### config.mk
export PLATFORM = sky130hd
export DESIGN_NAME = basic_interval_timer
export DESIGN_NICKNAME = d
export VERILOG_FILES = /design/src/bit_pkg.sv /design/src/interval_prescaler.sv /design/src/basic_interval_timer.sv
export SDC_FILE = /design/constraint.sdc
export NUM_CORES = 1
export LEC_CHECK = 0
export CAP_MARGIN = 15
export CORE_UTILIZATION = 30
export CTS_CLUSTER_DIAMETER = 100
export DETAILED_ROUTE_END_ITERATION = 10
export DONT_BUFFER_PORTS = 1
export PLACE_DENSITY = 0.51
export SLEW_MARGIN = 25
export SYNTH_ARGS = -nofsm -noshare
export SYNTH_HDL_FRONTEND = slang
export SYNTH_SLANG_ARGS = --single-unit
### constraint.sdc
create_clock -name clk -period 4 [get_ports clk]
set_input_delay 0.6 -clock clk [delete_from_list [all_inputs] [get_ports clk]]
set_output_delay 0.6 -clock clk [all_outputs]
set_load 0.05 [all_outputs]
### src/bit_pkg.sv
package bit_pkg;

    // ==========================================================
    // register map
    localparam logic [7:0] ADDR_CLOCK_CONTROL = 8'h8b;
    localparam logic [7:0] ADDR_COUNT_VALUE = 8'h8c;
    localparam logic [7:0] ADDR_IRQ_STATUS = 8'h8d;
    localparam logic [7:0] ADDR_IRQ_MASK = 8'h8e;

    // ==========================================================
    // clock control fields
    localparam int FLAG_BIT = 7;
    localparam int CLEAR_BIT = 3;
    localparam int SELECT_LSB = 0;
    localparam int SELECT_MSB = 2;
    localparam logic [7:0] CLOCK_CONTROL_RESET = 8'h05;
    localparam logic [7:0] COUNT_VALUE_RESET = 8'h00;

    // ==========================================================
    // interrupt status fields, same layout in the mask
    localparam int IRQ_INTERVAL_BIT = 0;
    localparam int IRQ_STABLE_BIT = 1;
    localparam int IRQ_BITS = 2;
    localparam logic [IRQ_BITS-1:0] IRQ_STATUS_RESET = 2'h0;
    localparam logic [IRQ_BITS-1:0] IRQ_MASK_RESET = 2'h0;

    // ==========================================================
    // timing
    localparam int CLK_PERIOD_PS = 10000;
    // one timer clock period, 0.256 ms (about 3.9 kHz)
    localparam int TIMER_CLOCK_PERIOD_PS = 256000000;
    localparam int PRESCALE_CYCLES = TIMER_CLOCK_PERIOD_PS / CLK_PERIOD_PS;
    localparam int PRESCALE_WIDTH = 16;
    // self clear of the counter clear bit, in clk cycles
    localparam int MACHINE_CYCLES = 1;

    typedef enum logic {
        st_osc_wait,
        st_running
    } osc_state_e;

endpackage

### src/interval_prescaler.sv
`timescale 1ns/100ps

module interval_prescaler
    import bit_pkg::*;
#(
    parameter int DIVIDE = PRESCALE_CYCLES
)
(
    input wire logic clk,
    input wire logic rst,
    input wire logic restart,
    output logic tick
);

    typedef struct packed
    {
        logic [PRESCALE_WIDTH-1:0] count;
        logic tick;
    } prescale_s;

    localparam logic [PRESCALE_WIDTH-1:0] LAST = PRESCALE_WIDTH'(DIVIDE - 1);

    prescale_s state;
    prescale_s next_state;

    // ==========================================================
    // divider to timer-clock enable
    always_comb
    begin
        next_state = state;
        next_state.tick = 1'b0;
        if (restart)
        begin
            // a full period follows a counter clear
            next_state.count = '0;
        end
        else if (state.count == LAST)
        begin
            next_state.count = '0;
            next_state.tick = 1'b1;
        end
        else
        begin
            next_state.count = state.count + PRESCALE_WIDTH'(1);
        end
    end

    always_ff @(posedge clk)
    begin
        if (rst)
        begin
            state <= '0;
        end
        else
        begin
            state <= next_state;
        end
    end

    assign tick = state.tick;

endmodule

### src/basic_interval_timer.sv
`timescale 1ns/100ps

// Overview of operation
// - 8-bit up-counter runs freely on the timer clock; nothing stops it.
// - each interval event is exported as a one-cycle watchdog time base pulse.
// - interval event sets the flag and requests interrupt; writing 0 clears flag.
// - writing 1 to counter clear zeroes the count, then counting resumes.
// - counter clear bit returns to 0 by itself one machine cycle later.
// - period select doubles the interval from 0.512 ms to 65.536 ms.
// - clock control resets to 05h, period select 101, 16.384 ms.
// - oscillator-stable wait timed after reset and after leaving stop mode.
// - count register is read-only, shows the count, resets to 00h.
// - flag bit 7, bits 6-4 reserved read-only, clear bit 3, select 2-0.

module basic_interval_timer
    import bit_pkg::*;
#(
    parameter int PRESCALE = PRESCALE_CYCLES
)
(
    input wire logic clk,
    input wire logic rst,
    input wire logic [7:0] addr,
    input wire logic [7:0] wdata,
    input wire logic wr,
    input wire logic rd,
    output logic [7:0] rdata,
    input wire logic stop_exit,
    output logic wdt_tick,
    output logic osc_stable,
    output logic irq
);

    typedef struct packed
    {
        logic [7:0] count;
        logic interval_flag;
        logic counter_clear;
        logic [SELECT_MSB:SELECT_LSB] period_select;
        logic [IRQ_BITS-1:0] status;
        logic [IRQ_BITS-1:0] mask;
        logic [7:0] rdata;
        logic wdt_tick;
        osc_state_e osc_state;
    } timer_state_s;

    timer_state_s state;
    timer_state_s next_state;

    logic timer_tick;
    logic restart;
    logic interval_event;
    logic [7:0] select_mask;
    logic wr_control;
    logic wr_status;
    logic wr_mask;
    logic [7:0] control_view;

    logic [7:0] next_count;
    logic next_flag;
    logic next_clear;
    logic [SELECT_MSB:SELECT_LSB] next_select;

    logic [IRQ_BITS-1:0] status_set;
    logic [IRQ_BITS-1:0] status_clear;
    logic [IRQ_BITS-1:0] next_mask;
    logic [IRQ_BITS-1:0] pending;

    osc_state_e next_osc;
    logic osc_done;
    logic [7:0] read_view;

    // ==========================================================
    // timer clock enable
    interval_prescaler #(
        .DIVIDE(PRESCALE)
    ) u_prescaler (
        .clk(clk),
        .rst(rst),
        .restart(restart),
        .tick(timer_tick)
    );

    // ==========================================================
    // bus decode
    always_comb
    begin
        wr_control = wr && (addr == ADDR_CLOCK_CONTROL);
        wr_status = wr && (addr == ADDR_IRQ_STATUS);
        wr_mask = wr && (addr == ADDR_IRQ_MASK);
    end

    // clear written, or stop exit, restarts the prescaler too
    always_comb
    begin
        restart = stop_exit;
        if (wr_control && wdata[CLEAR_BIT])
        begin
            restart = 1'b1;
        end
    end

    // ==========================================================
    // interval event from the count divider chain
    always_comb
    begin
        select_mask = '0;
        for (int i = 0; i < 8; i++)
        begin
            if (i <= int'(state.period_select))
            begin
                select_mask[i] = 1'b1;
            end
        end
    end

    // limitation: a select change mid-interval shortens or stretches the next one
    // low select+1 bits all ones at a tick: 2^(select+1) ticks apart
    always_comb
    begin
        interval_event = 1'b0;
        if (timer_tick && !state.counter_clear)
        begin
            interval_event = &(state.count | ~select_mask);
        end
    end

    // ==========================================================
    // read view of the clock control register
    always_comb
    begin
        control_view = '0;
        control_view[FLAG_BIT] = state.interval_flag;
        control_view[CLEAR_BIT] = state.counter_clear;
        control_view[SELECT_MSB:SELECT_LSB] = state.period_select;
    end

    // ==========================================================
    // clock control register
    always_comb
    begin
        next_flag = state.interval_flag;
        // the clear bit stands for one cycle after each write of a one
        next_clear = 1'b0;
        next_select = state.period_select;
        if (wr_control)
        begin
            // a new select leaves the count alone and applies from the next cycle
            next_select = wdata[SELECT_MSB:SELECT_LSB];
            next_clear = wdata[CLEAR_BIT];
            if (!wdata[FLAG_BIT])
            begin
                next_flag = 1'b0;
            end
        end
        if (interval_event)
        begin
            // an event in the cycle of a clearing write still sets the flag
            next_flag = 1'b1;
        end
    end

    // ==========================================================
    // counter
    always_comb
    begin
        next_count = state.count;
        // stop exit and clear also restart the prescaler, so a full tick follows
        if (stop_exit)
        begin
            next_count = '0;
        end
        else if (wr_control && wdata[CLEAR_BIT])
        begin
            next_count = '0;
        end
        else if (state.counter_clear)
        begin
            // held at zero while the clear bit stands
            next_count = '0;
        end
        else if (timer_tick)
        begin
            // wraps past ffh, nothing can hold it
            next_count = state.count + 8'h01;
        end
    end

    // ==========================================================
    // interrupt status, write one to clear
    always_comb
    begin
        // each source keeps its bit until software writes a one to it
        status_set = '0;
        status_clear = '0;
        if (wr_status)
        begin
            status_clear = wdata[IRQ_BITS-1:0];
        end
        if (interval_event)
        begin
            status_set[IRQ_INTERVAL_BIT] = 1'b1;
        end
        if (osc_done)
        begin
            status_set[IRQ_STABLE_BIT] = 1'b1;
        end
    end

    // ==========================================================
    // interrupt mask, same layout as the status
    always_comb
    begin
        next_mask = state.mask;
        if (wr_mask)
        begin
            next_mask = wdata[IRQ_BITS-1:0];
        end
    end

    // ==========================================================
    // oscillator stable wait: one full selected interval from a restart
    always_comb
    begin
        // power-on and stop exit share this wait
        next_osc = state.osc_state;
        osc_done = 1'b0;
        case (state.osc_state)
            st_osc_wait:
            begin
                // a stop exit in the event cycle starts the wait over
                if (interval_event && !stop_exit)
                begin
                    next_osc = st_running;
                    osc_done = 1'b1;
                end
            end
            st_running:
            begin
                if (stop_exit)
                begin
                    next_osc = st_osc_wait;
                end
            end
            default:
            begin
                next_osc = st_osc_wait;
            end
        endcase
    end

    // ==========================================================
    // read multiplexer; unmapped addresses read as zero
    always_comb
    begin
        read_view = '0;
        case (addr)
            ADDR_CLOCK_CONTROL:
            begin
                read_view = control_view;
            end
            ADDR_COUNT_VALUE:
            begin
                read_view = state.count;
            end
            ADDR_IRQ_STATUS:
            begin
                read_view = {{(8-IRQ_BITS){1'b0}}, state.status};
            end
            ADDR_IRQ_MASK:
            begin
                read_view = {{(8-IRQ_BITS){1'b0}}, state.mask};
            end
            default:
            begin
                read_view = '0;
            end
        endcase
    end

    // ==========================================================
    // next state
    always_comb
    begin
        next_state = state;
        next_state.count = next_count;
        next_state.interval_flag = next_flag;
        next_state.counter_clear = next_clear;
        next_state.period_select = next_select;
        // a set wins over a clear written in the same cycle
        next_state.status = (state.status & ~status_clear) | status_set;
        next_state.mask = next_mask;
        next_state.wdt_tick = interval_event;
        next_state.osc_state = next_osc;
        // read data stand only in the cycle after the strobe
        if (rd)
        begin
            next_state.rdata = read_view;
        end
        else
        begin
            next_state.rdata = '0;
        end
    end

    // ==========================================================
    // state register
    always_ff @(posedge clk)
    begin
        if (rst)
        begin
            state.count <= COUNT_VALUE_RESET;
            state.interval_flag <= CLOCK_CONTROL_RESET[FLAG_BIT];
            state.counter_clear <= CLOCK_CONTROL_RESET[CLEAR_BIT];
            state.period_select <= CLOCK_CONTROL_RESET[SELECT_MSB:SELECT_LSB];
            state.status <= IRQ_STATUS_RESET;
            state.mask <= IRQ_MASK_RESET;
            state.rdata <= '0;
            state.wdt_tick <= 1'b0;
            // power-on also begins with the stable wait
            state.osc_state <= st_osc_wait;
        end
        else
        begin
            state <= next_state;
        end
    end

    // ==========================================================
    // outputs
    assign rdata = state.rdata;
    assign wdt_tick = state.wdt_tick;
    assign osc_stable = (state.osc_state == st_running);
    // level request, kept until software clears or masks every cause
    assign pending = state.status & state.mask;
    assign irq = |pending;

endmodule

==> reports/metrics.cfg, run 1 <==
[worst_setup_path]
critPathBufInv = 0
r2r-start = u_prescaler.state[1]
worstSetupPathType = reg -> reg
startpoint = u_prescaler.state[1]
crit_family = simple AND/OR/NAND/NOR gates
crit_path_end_kind = flop
cp_slowest_cell = o211ai_2
crit_path_cell_trace = ha_1 -> nand3_1 -> or3_1 -> o211ai_2 -> nor2_1
cp.depth = 5
worst-endpoint-arrival_ps = 2020
critPathMaxStageDelay_ps = 490
start_kind = flop
endpoint = u_prescaler.state[12]
cp_max_fo = 12
reg2reg_to = u_prescaler.state[12]
r2r_setup_slack_ps = 2140
reg2regPathDepth = 5
required_ps = 4160

[grt]
grt_pass1_vias = 1386
grt_max_degree = 15
overflow = 0
grt_pass1_wl_um = 6782
grtUsageTotal_pct = 11.98
antenna_found_initial = 0

[timing]
rsz0062_at_grt = no
period_minus_slack_ps = 1861
period_share_pct = 46.52
worstMarginPinSlew_ps = 655.8
final-hold-violation-count = 0
fin_hold_ws_ps = 370.4
fmax_mhz = 537.5
clock_skew_ps = 6.285
setup_viol = 0
maxSlewHeadroom_pct = 56.17
fin_tns_setup_ps = 0
report.final.slew_viol_count = 0

[die]
start_util_pct = 31.42
io_pins = 32
die_x_um = 84.02
fp.coreArea_mm2 = 0.006422
die_y_um = 84.02
fp-row-count = 29
die_area_mm2 = 0.007059

[synthesis]
ys_types = 38
ys_top_cells_by_area = dfxtp_1, xnor2_1, nor2_1
yosysTopAreaCell = dfxtp_1
synth_seq_cells = 44
synth_compound_area_share_pct = 9.423
synth_xor_area_share_pct = 8.679
synth_adder_area_share_pct = 1.240
syn_inst = 229
synthSimpleGateAreaFrac_pct = 28.83
yosys-mux-area-fraction_pct = 2.480
synth_top_family_by_area = simple AND/OR/NAND/NOR gates
synth_seq_area_share_pct = 43.65
synth_edf_count = 0
synth_area_per_cell_um2 = 8.813
yosysWarnings = 0
synthesis.area_mm2 = 0.002018
async_reset_ff_share_pct = 0
syn_nets = 252
synth_top_area_share_pct = 43.65
ys.flop_type = dfxtp_1

[power]
p_leak_nw = 0.6816
power_density_mw_per_mm2 = 377.2
internal_power_w = 0.0006500
p_sw_w = 0.0001613
vdd_ir_drop_max_mv = 0.1168
seqPwrFrac_pct = 54.1
sw_frac_of_total_pct = 19.89
p_comb_share_pct = 2.2
clockPowerShare_pct = 43.6

[cells_and_area]
area_delta_synth_final_pct = 6.571
diodes = 0
final_util_pct = 33.49
drive_above_1_share_pct = 5.830
nNetsFinal = 245
final_cell_area_mm2 = 0.002151

[hold_path]
holdCritPathClass = in -> reg

[run_status]
status = finished clean

[clocking]
clockRootBuffer = clkbuf_8
path_clk_slew_ps = 90
cts_tree = built
clkSinkCount = 44
cts_buffer_depth = 2
cts_resized = 0
cts_max_level = 2
postCtsSetupBuffers = 0
numCtsBuffers = 5
holdBufCountCts = 0
clk_latency_ps = 290

[drt]
drt_iter0_markers = 51
avgViaCountPerCell = 4.933
ant_nets = 0
wire_per_inst_um = 13.26
drc = 0
drt_pass1_iterations = 4
drt_wl_total_um = 3977
vias = 1480

[placed_design]
place_congestion = 0.7405
port_buffers = 0
dpl_cell_area_mm2 = 0.002029
hpwl_um = 2941

[run]
maxCapViolCount = 0

sequential cells by signal, indices dropped and copies added, names as in the netlist:
name	flops
wdt_tick	1
u_prescaler.state	16
control_view	5
u_prescaler.tick	1
osc_stable	1
state	12
rdata	8
worst min path at each step:
stage                         start  slack, ps              endpoint  cells after the start
2_1_floorplan  u_prescaler.state[1]        420  u_prescaler.state[1]                      1
3_3_place_gp   u_prescaler.state[1]        430  u_prescaler.state[1]                      1
3_5_place_dp   u_prescaler.state[1]        440  u_prescaler.state[1]                      1
4_1_cts                         rst        350       control_view[1]                      1
5_1_grt                         rst        360       control_view[1]                      1
6_report                        rst        370       control_view[1]                      1
Yosys cell counts, types with 4 or more instances:
library cell,count
xnor2_1,16
mux2i_1,5
nor4_1,5
xor2_1,4
a21oi_1,5
nand4_1,11
inv_1,8
clkbuf_1,4
a22oi_1,5
nor2b_1,7
and3_1,6
dfxtp_1,44
nor2_1,36
nand3_1,6
nand2_1,16
nor3_1,4
buf_4,8
o21ai_0,4
logic make-up after synthesis:
kind of cell / Yosys count
AND/OR/NAND/NOR: 109
flip-flops: 44
AO/OA/AOI/OAI: 27
buffers and inverters: 22
XOR/XNOR: 20
multiplexers: 5
adder cells (fa/ha/maj): 2
area by class of cell:
class	instances	area [um^2]
Multi-Input combinational cell	163	1022
Clock inverter	2	38.79
Tap cell	77	96.34
Fill cell	662	4272
Sequential cell	44	880.8
Clock buffer	6	82.58
Inverter	8	30.03
through the flow:
stage | worst slack (ps) | power, W | instances
floorplan | 2233 | 0.0004655 | 229
global placement | 2048 | 0.0004679 | 292
detailed placement | 2063 | 0.0004680 | 292
CTS | 2083 | 0.0008235 | 300
global route | 1889 | 0.0008456 | 300
finish | 2139 | 0.0008113 | 300
layer usage:
layer | share of wire [%] | vias to the layer above | global-route usage (%)
met4 | 1.1 | 0 | 4.702
li1 | - | 774 | -
met2 | 45 | 14 | 17.44
met1 | 51 | 690 | 16.54
met3 | 2.8 | 2 | 3.462
met5 | 0 | - | 0
power groups by stage:
stage,Combinational (W),Sequential (W),Clock [W]
global placement,0.0000182,0.000450,0
detailed placement,0.0000183,0.000450,0
finish,0.0000182,0.000439,0.000354
floorplan,0.0000159,0.000450,0
global route,0.0000206,0.000440,0.000385
CTS,0.0000184,0.000439,0.000366
worst register-to-register path, cell delays in order, from the launching register on:
cell and delay (ps):
dfxtp_1 360, ha_1 240, nand3_1 130, or3_1 420, o211ai_2 490, nor2_1 100
layout by cell type (no fill, tap or decap), types with 2 or more instances in the layout:
master / instances
a211o_1: 3
a21oi_1: 5
a22o_1: 3
a22oi_1: 5
a31oi_1: 2
and2_1: 3
and3_1: 6
and4b_1: 2
clkbuf_8: 6
dfxtp_1: 44
ha_1: 2
inv_1: 8
mux2i_1: 5
nand2_1: 16
nand3_1: 6
nand3_2: 2
nand3b_1: 3
nand4_1: 11
nor2_1: 36
nor2b_1: 7
nor3_1: 4
nor4_1: 5
nor4b_2: 2
o21ai_0: 4
or3_1: 2
xnor2_1: 16
xor2_1: 4
(Power assumes the default switching activity.)
==> run 2, diff against run 1 <==
ABC_AREA = 1   (was default)
clock period = 1.8 ns   (was 4 ns; I/O delays follow)
==> run 2 against run 1 <==
Compared with the run above: clock power rose by 120%; global-route usage rose by 0.56 points; synthesized area rose by 12%; via count rose by 24%; largest power group unchanged; highest routed layer unchanged.
==> reports/metrics.cfg, run 2 <==
[timing]
rsz0062_at_grt = no  ; unchanged
maxSlewHeadroom_pct = 62.94  ; was 56.17%
fin_tns_setup_ps = 0  ; unchanged
clock_skew_ps = 12.92  ; was 6.285 ps
fin_ws_ps = 318.9  ; was 2139 ps
final-hold-violation-count = 0  ; unchanged
period_minus_slack_ps = 1481  ; was 1861 ps
fmax_mhz = 675.2  ; was 537.5 MHz
setup_viol = 0  ; unchanged
worstMarginPinSlew_ps = 555.1  ; was 655.8 ps
period_share_pct = 82.29  ; was 46.52%
report.final.slew_viol_count = 0  ; unchanged

[worst_setup_path]
cp_max_fo = 16  ; was 12
worst-endpoint-arrival_ps = 1660  ; was 2020 ps
critPathMaxStageDelay_ps = 400  ; was 490 ps
r2r_setup_slack_ps = 320  ; was 2140 ps
crit_path_end_kind = flop  ; unchanged
path_common_cell = nand3_2
cp_slowest_cell = dfxtp_1  ; was o211ai_2
worstSetupPathType = reg -> reg  ; unchanged
reg2reg_to = u_prescaler.state[11]  ; was u_prescaler.state[12]
crit_path_cell_trace = ha_1 -> nand3_2 -> nor2_4 -> nand3_2 -> nand3_4 -> nor2_1  ; was ha_1 -> nand3_1 -> or3_1 -> o211ai_2 -> nor2_1
reg2regPathDepth = 6  ; was 5
required_ps = 1980  ; was 4160 ps
r2r-start = u_prescaler.state[1]  ; unchanged
start_kind = flop  ; unchanged

[die]
fp.coreArea_mm2 = 0.007292  ; was 0.006422 mm^2
io_pins = 32  ; unchanged
die_area_mm2 = 0.007905  ; was 0.007059 mm^2
die_x_um = 88.91  ; was 84.02 um
die_y_um = 88.91  ; was 84.02 um
fp-row-count = 31  ; was 29
start_util_pct = 31.07  ; was 31.42%

[hold_path]
whs_endpoint = state[11]  ; was control_view[1]
min_path_cells = 1  ; unchanged
holdCritPathClass = in -> reg  ; unchanged
min-delay-start = rst  ; unchanged

[grt]
antenna_found_initial = 0  ; unchanged
grt_max_degree = 17  ; was 15
grt_pass1_wl_um = 7541  ; was 6782 um
grtUsageTotal_pct = 12.54  ; was 11.98%
grt_pass1_vias = 1713  ; was 1,386
overflow = 0  ; unchanged

[synthesis]
synth_seq_cells = 44  ; unchanged
ys_types = 27  ; was 38
synthesis.area_mm2 = 0.002266  ; was 0.002018 mm^2
syn_nets = 345  ; was 252
async_reset_ff_share_pct = 0  ; unchanged
synth_seq_area_share_pct = 38.87  ; was 43.65%
synth_common_cells = nand2_1, dfxtp_1, inv_1, nor2_1, nand3_1  ; was dfxtp_1, nor2_1, nand2_1, xnor2_1, nand4_1
yosysTopAreaCell = dfxtp_1  ; unchanged
ys_top_cells_by_area = dfxtp_1, nand2_1, nand3_1  ; was dfxtp_1, xnor2_1, nor2_1
synth_top_area_share_pct = 38.87  ; was 43.65%
ys.flop_type = dfxtp_1  ; unchanged
syn_inst = 322  ; was 229
synth_edf_count = 0  ; unchanged
synth_most_common_cell = nand2_1  ; was dfxtp_1
synth_area_per_cell_um2 = 7.037  ; was 8.813 um^2
yosysWarnings = 0  ; unchanged

[cells_and_area]
nNetsFinal = 342  ; was 245
final_cell_area_mm2 = 0.002427  ; was 0.002151 mm^2
final_util_pct = 33.29  ; was 33.49%
area_delta_synth_final_pct = 7.123  ; was 6.571%
final_common_cell = nand2_1  ; was dfxtp_1
instances_no_fill = 419  ; was 300
reg_top3 = u_prescaler.state x16, state x12, rdata x8  ; unchanged
final_cell_mix = nand2_1, dfxtp_1, inv_1, nor2_1, nand3_1  ; was dfxtp_1, nor2_1, nand2_1, xnor2_1, nand4_1
diodes = 0  ; unchanged
largest_register_ffs = 16  ; unchanged
drive_above_1_share_pct = 10.63  ; was 5.830%
nFillCells = 815  ; was 662
regMostFlops = u_prescaler.state  ; unchanged

[placed_design]
dpl_cell_area_mm2 = 0.002312  ; was 0.002029 mm^2
place_congestion = 0.7533  ; was 0.7405
hpwl_um = 3379  ; was 2941 um
port_buffers = 0  ; unchanged
pre_cts_ws_ps = 301.7  ; was 2063 ps
dp.cells = 411  ; was 292

[clocking]
cts_max_level = 2  ; unchanged
numCtsBuffers = 5  ; unchanged
postCtsSetupBuffers = 0  ; unchanged
clkSinkCount = 44  ; unchanged
cts_buffer_depth = 2  ; unchanged
clockRootBuffer = clkbuf_8  ; unchanged
cts_tree = built  ; unchanged
holdBufCountCts = 0  ; unchanged
clk_latency_ps = 300  ; was 290 ps
cts_resized = 0  ; unchanged
path_clk_slew_ps = 90  ; about the same

[drt]
drt_iter0_markers = 81  ; was 51
wire_per_inst_um = 10.48  ; was 13.26 um
drt_wl_total_um = 4390  ; was 3977 um
vias = 1838  ; was 1,480
drc = 0  ; unchanged
ant_nets = 0  ; unchanged
drt_pass1_iterations = 6  ; was 4
avgViaCountPerCell = 4.387  ; was 4.933

[power]
vdd_ir_drop_max_mv = 0.3667  ; was 0.1168 mV
p_leak_nw = 0.9445  ; was 0.6816 nW
power_density_mw_per_mm2 = 746.1  ; was 377.2 mW/mm^2

[run]
maxCapViolCount = 0  ; unchanged

[run_status]
status = finished clean  ; unchanged

run 2: changes by cell type after synthesis, sizes merged, moves of 4 or more:
cell	previous run	this run
a21oi	5	9
a22oi	5	0
and3	6	0
clkbuf	4	0
inv	8	44
mux2i	5	0
nand2	16	83
nand3	8	40
nand4	11	7
nor2	36	58
nor2b	7	0
nor4	5	1
xnor2	16	7
run 2: cells by family (layout without fill, tap and decap cells):
logic type                 after synthesis  count (layout)  share of synthesized area, %
and+or+nand+nor                        195             195                         40.97
xor gates and xnor gates                12              12                         4.638
DFF                                     44              44                         38.87
adders and majority gates                2               2                         1.104
buffers and inverters                   55              53                         11.04
AOI/OAI and AO/OA                       14              14                         3.368
run 2: metal layers:
layer | up-vias | share of wire (%) | track usage, %
met2 | 28 | 47 | 21.40
met3 | 5 | 4.0 | 2.862
li1 | 990 | - | -
met1 | 815 | 48 | 15.38
met4 | 0 | 1.3 | 4.839
met5 | - | 0 | 0
run 2: area by class of cell:
cell class                      instances  area (um^2)  area share [%]
Clock buffer                            5        68.82           2.835
Clock inverter                          3        46.29           1.907
Inverter                               44        165.2           6.804
Multi-Input combinational cell        223         1135           46.75
Sequential cell                        44        880.8           36.29
Tap cell                               99        123.9           5.103
Timing Repair Buffer                    1        7.507          0.3093
run 2: worst max path at each step:
stage | startpoint | endpoint | slack, ps | cells past startpoint
6_report | u_prescaler.state[1] | u_prescaler.state[11] | 320 | 6
4_1_cts | u_prescaler.state[1] | u_prescaler.state[11] | 300 | 6
3_5_place_dp | u_prescaler.state[1] | u_prescaler.state[13] | 300 | 6
3_3_place_gp | u_prescaler.state[1] | u_prescaler.state[16] | 320 | 6
5_1_grt | u_prescaler.state[1] | u_prescaler.state[16] | 190 | 6
2_1_floorplan | u_prescaler.state[1] | u_prescaler.state[6] | 440 | 7
run 2: stage by stage:
| stage | hold WS, ps | total power (W) |
|---|---|---|
| after global placement | 342.6 | 0.001055 |
| after global routing | 14.75 | 0.001889 |
| after detailed placement | 342.6 | 0.001055 |
| after floorplan | 339.1 | 0.001048 |
| after CTS | 19.69 | 0.001842 |
| final | 28.00 | 0.001811 |
run 2: critical path, delay by kind of cell (launching register included):
family / cells / cell delay, ps
flip-flops: 1 / 400
AND/OR/NAND/NOR: 5 / 760
adder cells (fa/ha/maj): 1 / 220
run 2: where the power goes:
part	total, W	internal, W	leakage (nW)	switching [W]
combinational	0.0000538	0.0000139	0.535	0.0000398
sequential	0.000977	0.000975	0.355	0.00000254
clock	0.000780	0.000418	0.0548	0.000361
total	0.00181	0.00141	0.945	0.000404
